### src/hw/lis_defs.vh
// constants for the loop and interrupt sequencer
`ifndef LIS_DEFS_VH
`define LIS_DEFS_VH
`define LIS_AW 24
`define LIS_CW 16
`define LIS_VEC_STEP 24'h000020
`define LIS_RESET_VEC 24'h000000
`define LIS_BOOT_VEC 24'hff0000
`define LIS_USER_START 24'h000000
`define LIS_NOBOOT_START 24'h010000
`define LIS_EMU_VEC 24'h000000
`define LIS_SHORT_LOOP 24'h000006
`define LIS_SHORT_PEN 3'h4
`define LIS_BIT_PWRDN 1
`define LIS_BIT_STACK 2
`define LIS_BIT_EKERN 3
`define LIS_BIT_USER_IRQ_FIRST 4
`define LIS_GIE_BIT 5
`define LIS_MASK_RST 16'h0001
`define LIS_CTL_RST 16'h0000
`define LIS_SEL_LATCH 2'h0
`define LIS_SEL_MASK 2'h1
`define LIS_SEL_CTL 2'h2
`define LIS_LSTK_DEPTH 4'h8
`endif

### src/hw/lis_sequencer.v
// loop end handling and interrupt dispatch for the program sequencer
//
// Function
// - test and decrement at loop end instruction
// - false test refetches loop begin address
// - true test continues sequentially, pops stacks
// - loop begin fetch follows end fetch directly
// - abort and pops when next instruction executes
// - short loops retained, four nop first pass
// - forever loops end only by explicit pop loop
// - vector is bit index times 0x20
// - powerdown bit1, stack bit2, kernel bit3
// - twelve user lines on bits 4..15
// - emulator first, then bit order priority
// - emulator interrupt can never be masked
// - powerdown blocked only by global enable
// - boot interrupt jumps to boot rom
// - user start zero, or page one no-boot
// - latch on stack overflow or software write
// - service only when eligible and highest
// - vector, push pc and status, clear latch
// - return pops; masked pending served later
// - global enable is control bit five
// - maskable interrupts masked at reset
// - lowest index wins simultaneous latches
`timescale 1ns/1ps
`include "lis_defs.vh"
module lis_sequencer
(
  input wire sys_clk,
  input wire rst_b,
  input wire ex_valid, // an instruction is in execute
  input wire ex_idle, // core is idling
  input wire [23:0] ex_pc, // address of executing instruction
  input wire do_push, // do/until executing
  input wire [23:0] do_begin, // loop begin address
  input wire [23:0] do_end, // loop end address
  input wire do_forever, // forever condition selected
  input wire [15:0] do_count, // iteration count
  input wire loop_pop_sw, // explicit pop loop
  input wire rti_exec, // return from interrupt executing
  input wire [23:0] pc_stack_top, // top of pc stack
  input wire [15:0] arith_status_reg,
  input wire [15:0] mode_status_reg,
  input wire [11:0] user_irq, // user lines, first to last
  input wire emu_irq, // emulator request
  input wire boot_irq, // boot request
  input wire boot_done, // boot code finished
  input wire no_boot, // no-boot option strap
  input wire stack_overflow, // stack overflow event
  input wire reg_wr, // processor register write
  input wire [1:0] reg_sel, // register select
  input wire [15:0] reg_wdata,
  output reg [15:0] reg_rdata,
  output reg fetch_redirect, // take fetch_addr next
  output reg [23:0] fetch_addr,
  output reg pc_push, // push return address
  output reg [23:0] pc_push_data,
  output reg pc_pop,
  output reg stat_push,
  output reg [31:0] stat_push_data,
  output reg stat_pop,
  output reg loop_pop, // loop stacks popped
  output reg [3:0] loop_depth,
  output reg nop_insert // short loop setup bubble
);
  // loop stacks, one array each
  reg [23:0] lbeg [0:7];
  reg [23:0] lend [0:7];
  reg [15:0] lcnt [0:7];
  reg [7:0] lfor; // forever flags
  reg [7:0] lfirst; // first pass not yet seen
  reg [15:0] interrupt_pending_latch;
  reg [15:0] interrupt_mask_bits;
  reg [15:0] interrupt_control_reg;
  reg abort_pend; // termination waiting for next execute
  reg [2:0] pen_cnt; // short loop penalty counter
  reg boot_active; // boot code is running
  wire [2:0] top;
  wire at_end;
  wire last_pass;
  wire global_irq_enable;
  wire [15:0] hw_set;
  wire [15:0] enable;
  wire [15:0] eligible;
  wire [4:0] win;
  wire can_take;
  wire take_irq;
  wire take_emu;
  wire wr_latch;
  wire [23:0] loop_len;
  reg [15:0] clr_bit;
  integer i;

  // priority encoder, lowest index first
  function [4:0] lis_prio;
    input [15:0] v;
    integer k;
    begin
      lis_prio = 5'h00;
      for (k = 15; k >= 0; k = k - 1)
        if (v[k])
          lis_prio = {1'b1, k[3:0]};
    end
  endfunction

  assign top = loop_depth[2:0] - 3'h1;
  assign at_end = ex_valid && (loop_depth != 4'h0) &&
                  (ex_pc == lend[top]);
  assign last_pass = !lfor[top] && (lcnt[top] <= 16'h0001);
  assign loop_len = lend[top] - lbeg[top] + 24'h000001;
  assign global_irq_enable = interrupt_control_reg[`LIS_GIE_BIT];
  // hardware events: user lines and stack overflow
  assign hw_set = {user_irq, 1'b0, stack_overflow, 2'b00};
  // reset and powerdown ignore their mask bits
  assign enable = interrupt_mask_bits | 16'h0003;
  assign eligible = interrupt_pending_latch & enable &
                    {16{global_irq_enable}};
  assign win = lis_prio(eligible);
  // an interrupt is not taken over a loop-end decision; boot and
  // return redirects also win the fetch, so defer rather than lose it
  assign can_take = (ex_valid || ex_idle) && !at_end && !abort_pend &&
                    !boot_irq && !(boot_active && boot_done) &&
                    !(rti_exec && ex_valid);
  assign take_emu = emu_irq && can_take;
  assign take_irq = !take_emu && win[4] && can_take;
  assign wr_latch = reg_wr && (reg_sel == `LIS_SEL_LATCH);

  // latch clear pulse for the serviced bit
  always @*
  begin
    clr_bit = 16'h0000;
    if (take_irq)
      clr_bit[win[3:0]] = 1'b1;
  end

  // interrupt registers; hardware set wins over any clear
  always @(posedge sys_clk or negedge rst_b)
  begin
    if (!rst_b)
    begin
      interrupt_pending_latch <= 16'h0000;
      interrupt_mask_bits <= `LIS_MASK_RST;
      interrupt_control_reg <= `LIS_CTL_RST;
    end
    else
    begin
      if (wr_latch)
        interrupt_pending_latch <= reg_wdata | hw_set;
      else
        interrupt_pending_latch <=
          (interrupt_pending_latch & ~clr_bit) | hw_set;
      if (reg_wr && reg_sel == `LIS_SEL_MASK)
        interrupt_mask_bits <= reg_wdata;
      if (reg_wr && reg_sel == `LIS_SEL_CTL)
        interrupt_control_reg <= reg_wdata;
    end
  end

  // register read port, unused select reads zero
  always @(posedge sys_clk or negedge rst_b)
  begin
    if (!rst_b)
      reg_rdata <= 16'h0000;
    else
      case (reg_sel)
        `LIS_SEL_LATCH: reg_rdata <= interrupt_pending_latch;
        `LIS_SEL_MASK: reg_rdata <= interrupt_mask_bits;
        `LIS_SEL_CTL: reg_rdata <= interrupt_control_reg;
        default: reg_rdata <= 16'h0000;
      endcase
  end

  // loop stacks: push on do, decrement at end, pop on abort
  always @(posedge sys_clk or negedge rst_b)
  begin
    if (!rst_b)
    begin
      loop_depth <= 4'h0;
      lfor <= 8'h00;
      lfirst <= 8'h00;
      abort_pend <= 1'b0;
      loop_pop <= 1'b0;
      for (i = 0; i < 8; i = i + 1)
      begin
        lbeg[i] <= 24'h000000;
        lend[i] <= 24'h000000;
        lcnt[i] <= 16'h0000;
      end
    end
    else
    begin
      loop_pop <= 1'b0;
      if (abort_pend && ex_valid)
      begin
        // instruction after loop end now executes
        abort_pend <= 1'b0;
        loop_pop <= 1'b1;
        loop_depth <= loop_depth - 4'h1;
      end
      else if (loop_pop_sw && loop_depth != 4'h0)
      begin
        // software exit, no automatic handling
        loop_pop <= 1'b1;
        loop_depth <= loop_depth - 4'h1;
      end
      else if (at_end)
      begin
        lfirst[top] <= 1'b0;
        if (last_pass)
          abort_pend <= 1'b1;
        else if (!lfor[top])
          lcnt[top] <= lcnt[top] - 16'h0001;
      end
      else if (do_push && loop_depth < `LIS_LSTK_DEPTH)
      begin
        // overflow is flagged by the stack block outside
        lbeg[loop_depth[2:0]] <= do_begin;
        lend[loop_depth[2:0]] <= do_end;
        lcnt[loop_depth[2:0]] <= do_count;
        lfor[loop_depth[2:0]] <= do_forever;
        lfirst[loop_depth[2:0]] <= 1'b1;
        loop_depth <= loop_depth + 4'h1;
      end
    end
  end

  // short loop setup bubble on the first pass only
  always @(posedge sys_clk or negedge rst_b)
  begin
    if (!rst_b)
    begin
      pen_cnt <= 3'h0;
      nop_insert <= 1'b0;
    end
    else
    begin
      // the trigger cycle already gives the first bubble
      if (at_end && !last_pass && lfirst[top] &&
          loop_len < `LIS_SHORT_LOOP)
        pen_cnt <= `LIS_SHORT_PEN - 3'h1;
      else if (pen_cnt != 3'h0)
        pen_cnt <= pen_cnt - 3'h1;
      nop_insert <= (pen_cnt != 3'h0) ||
                    (at_end && !last_pass && lfirst[top] &&
                     loop_len < `LIS_SHORT_LOOP);
    end
  end

  // fetch redirection and implicit pc/status stack traffic
  always @(posedge sys_clk or negedge rst_b)
  begin
    if (!rst_b)
    begin
      fetch_redirect <= 1'b0;
      fetch_addr <= `LIS_RESET_VEC;
      pc_push <= 1'b0;
      pc_push_data <= 24'h000000;
      pc_pop <= 1'b0;
      stat_push <= 1'b0;
      stat_push_data <= 32'h00000000;
      stat_pop <= 1'b0;
      boot_active <= 1'b0;
    end
    else
    begin
      fetch_redirect <= 1'b0;
      pc_push <= 1'b0;
      pc_pop <= 1'b0;
      stat_push <= 1'b0;
      stat_pop <= 1'b0;
      if (boot_irq)
      begin
        // boot cannot be masked
        boot_active <= 1'b1;
        fetch_redirect <= 1'b1;
        fetch_addr <= `LIS_BOOT_VEC;
      end
      else if (boot_active && boot_done)
      begin
        boot_active <= 1'b0;
        fetch_redirect <= 1'b1;
        fetch_addr <= no_boot ? `LIS_NOBOOT_START
                              : `LIS_USER_START;
      end
      else if (at_end && !last_pass)
      begin
        // loop back, fetched right behind the end
        fetch_redirect <= 1'b1;
        fetch_addr <= lbeg[top];
      end
      else if (take_emu || take_irq)
      begin
        fetch_redirect <= 1'b1;
        fetch_addr <= take_emu ? `LIS_EMU_VEC
                    : {20'h00000, win[3:0]} * `LIS_VEC_STEP;
        pc_push <= 1'b1;
        pc_push_data <= ex_pc + 24'h000001;
        stat_push <= 1'b1;
        stat_push_data <= {arith_status_reg, mode_status_reg};
      end
      else if (rti_exec && ex_valid)
      begin
        fetch_redirect <= 1'b1;
        fetch_addr <= pc_stack_top;
        pc_pop <= 1'b1;
        stat_pop <= 1'b1;
      end
    end
  end
endmodule

### config.mk
export PLATFORM = sky130hd
export DESIGN_NAME = lis_sequencer
export DESIGN_NICKNAME = d
export VERILOG_FILES = /design/src/hw/lis_sequencer.v
export VERILOG_INCLUDE_DIRS = /design/src /design/src/hw
export SDC_FILE = /design/constraint.sdc
export NUM_CORES = 1
export LEC_CHECK = 0
export BUFFER_PORTS_ARGS = -buffer_cell sky130_fd_sc_hd__buf_4
export CAP_MARGIN = 20
export CORE_MARGIN = 1.5
export CORE_UTILIZATION = 36
export CTS_CLUSTER_DIAMETER = 80
export DETAILED_ROUTE_END_ITERATION = 8
export HOLD_SLACK_MARGIN = 0.02
export PLACE_DENSITY = 0.61
export SYNTH_ARGS = -nofsm -noshare
export SYNTH_HDL_FRONTEND = slang
export SYNTH_SLANG_ARGS = --single-unit
### constraint.sdc
create_clock -name sys_clk -period 9.6 [get_ports sys_clk]
set_clock_uncertainty 0.15 [all_clocks]
set_input_delay 0.96 -clock sys_clk [delete_from_list [all_inputs] [get_ports sys_clk]]
set_output_delay 0.96 -clock sys_clk [all_outputs]
set_load 0.05 [all_outputs]
==> summary.md <==
| Metric | Value |
|---|---|
| Worst path max stage delay | `between 900 and 1000 ps` |
| Die area | `about 0.1 mm2` |
| First-pass GRT wire length | `about 170 mm` |
| Final WL | `roughly 120 mm` |
| Worst hold-check path type | `input pin to asynchronous set/reset pin` |
| Synth Area per Inst | `roughly 11 um2` |
| Synth Flop Type | `dfrtp_1` |
| Post-route cell area | `about 0.041 mm2` |
| Row cnt | `roughly 110` |
| Worst setup EP type | `flip-flop` |
| CTS tree | `yes` |
| Critical path depth in cells | `14` |
| CTS Sinks | `~690` |
| Post-synth EDFFs | `0` |
| Core Area | `around 0.097 mm2` |
| Area growth syn-to-layout | `17.5%` |
| Delay-heaviest family, CP | `buffers and inverters` |
| GRT Total Usage | `a little under a quarter` |
| RSZ-0062 raised after global routing | `no` |
| Worst skew pair latency | `roughly 660 ps` |
| Post-CTS sizing | `0` |
| Initial DRC count | `about 2,500` |
| Die Height | `between 300 and 400 um` |
| Fin. max-slew vios | `0` |
| Num ports | `roughly 300` |
| Post-synth top area cell | `dfrtp_1` |
| Hold bufs inserted after CTS | `0` |
| Fin crit period | `between 7000 and 8000 ps` |
| Overflow after GRT | `0` |
| Layout Utilization | `42.6%` |
| Worst Setup Path Type | `flip-flop to flip-flop` |
| Final GP Congestion | `0.924` |
| Clock Root Buffer | `clkbuf_16` |
| Reg2Reg Depth | `14` |
| Setup total negative slack | `0 ps` |
| Crit path DAT | `around 8000 ps` |
| Ys Warns | `0` |
| Share of cells above drive strength 1 | `between 30% and 40%` |
| Distinct cells, synth | `87` |
| Initial Util | `between 30% and 40%` |
| Total CTS buffers | `81` |
| Max Fclk | `132 MHz` |
| Period Utilization, post-route | `about 79%` |
| Commonest cells post-synth | `dfrtp_1, mux2_2, nand2_1` |
| Antenna-violating nets left | `0` |
| Status | `finished, final reports clean` |
| Via count | `26,500` |
| Clock transition at path regs | `around 60 ps` |
| Post-Synth Simple-Gate Area | `a little under a tenth` |
| Setup bufs post-CTS | `0` |
| Drt drc | `0` |
| WP buf/inv | `4` |
| Most common cell in the synthesized netlist | `dfrtp_1` |
| Worst setup SP type | `flip-flop` |
| Top Registers | `lbeg (192), lend (192), lcnt (128)` |
| Setup slack after layout | `approximately 2000 ps` |
| Xor-xnor portion of the synthesized cell area | `roughly 2.2%` |
| Synth Instances | `about 3,100` |
| Synth top area cells | `dfrtp_1, mux2_2, a22oi_1` |
| Worst Max-Slew Pin Slew | `roughly 1200 ps` |
| Place WS | `roughly 2200 ps` |
| Synthesized area | `0.0351 mm2` |
| Mux contribution to synthesized area | `between 20% and 30%` |
| Hpwl dp | `approximately 75 mm` |
| Vias in the first global route | `between 20,000 and 30,000` |
| Die Width | `approximately 320 um` |
| Final setup viols | `0` |
| Nets | `about 3,500` |
| Largest net degree at the start of global routing | `around 150` |
| Critical path required time | `9910 ps` |
| Max FO, Critical Path | `39` |
| Initial antenna violation count | `7` |
| Critical path, cell by cell | `clkinv_1 > ha_4 > clkinv_2 > buf_12 > mux4_2 > xnor2_1 > nor2_1 > a311o_1 > or4b_4 > nor4_4 > buf_4 > and2_1 > a21o_1 > a21oi_1` |
| WL/cell | `around 25 um` |
| Max-cap violation count | `0` |
| Cell with the largest stage delay on the worst path | `a21o_1` |
| #FFs+latches synth | `between 600 and 700` |
| Drt pass-1 iters | `5` |
| Max clock buf depth | `3` |
| Post-synthesis sequential area ratio | `just under 50%` |
| Area share of the largest cell type after synthesis | `between 40 and 50%` |
| Syn_nets | `around 3,300` |
| Via density | `~5.7` |
| CTS H-tree lvls | `3` |
| Rel. slew slack | `19.4%` |
| IO buf count | `just under 300` |
| Ys async rst share | `100%` |
| Filler cells | `roughly 9,000` |
| Cell Area, Placed | `0.0386 mm2` |
| Post-synthesis compound-gate area fraction | `between 10% and 20%` |
| Largest family of logic cells by synthesized area | `multiplexers` |
| Synth Area in Adders | `under 10%` |
| Final hold violations | `0` |
placed cells by master, fill, tap and decap left out, types with 14 or more instances in the layout:
master | synthesis | final
a211oi_1 | 16 | 16
a21oi_1 | 128 | 127
a22oi_1 | 160 | 160
a31oi_1 | 29 | 29
and2_1 | 19 | 19
and3_1 | 24 | 24
buf_4 | 10 | 355
clkbuf_1 | 83 | 15
clkbuf_16 | 0 | 83
clkbuf_8 | 0 | 17
clkinv_2 | 0 | 14
dfrtp_1 | 685 | 684
ha_1 | 51 | 50
inv_1 | 32 | 30
mux2_2 | 471 | 471
mux2i_1 | 81 | 81
mux4_2 | 46 | 46
nand2_1 | 252 | 252
nand2b_1 | 16 | 16
nand3_1 | 71 | 69
nor2_1 | 149 | 148
nor2b_1 | 24 | 24
nor3_1 | 33 | 33
o211ai_1 | 14 | 14
o21ai_0 | 78 | 78
o2bb2ai_1 | 112 | 112
xnor2_1 | 49 | 49
xor2_1 | 38 | 37
cells by family (layout without fill, tap and decap cells):
logic type / Yosys count / after routing
AO/OA/AOI/OAI: 675 / 675
other: 0 / 2
XOR/XNOR: 88 / 88
buffers and inverters: 277 / 540
multiplexers: 599 / 599
flip-flops: 686 / 686
AND/OR/NAND/NOR: 686 / 686
adder cells (fa/ha/maj): 52 / 52
layout make-up:
cell class              instances  area [um2]  share of cell area, %
flip-flops and latches        686       17200                   41.6
inverters                      36         138                  0.334
diodes                          2        5.00                 0.0121
clock buffers                 115        2370                   5.74
well taps                    1276        1600                   3.87
repair buffers                362        2800                   6.80
multi-input cells            2100       16900                   40.9
clock inverters                27         283                  0.686
worst paths after layout:
path | from | slack, ps | end
worst max register to register | loop_depth[1] | 2030 | lcnt[62]
worst max-delay path | loop_depth[1] | 2030 | lcnt[62]
max in group asynchronous | rst_b | 6930 | lbeg[54]
worst min-delay path | rst_b | 200 | lcnt[18]
worst min register to register | fetch_addr[2] | 330 | fetch_addr[2]
min in group sys_clk | fetch_addr[2] | 330 | fetch_addr[2]
stage by stage:
stage                     instances  hold WS, ps
final                          4604          197
after global routing           4603          246
after CTS                      4601          196
after detailed placement       4459          319
after global placement         4458          313
after floorplan                3063          294
layer usage:
layer / GRT usage, % / vias up / routed length (um)
met4: 7.56 / 12 / 3200
met2: 37.4 / 940 / 55600
met5: 0 / - / 75
met1: 30.6 / 13600 / 49200
li1: - / 11700 / -
met3: 4.80 / 185 / 7790
Power is left out: the tool's default activity adds up to more than one toggle a clock period on the data nets, which glitch-free logic cannot reach.
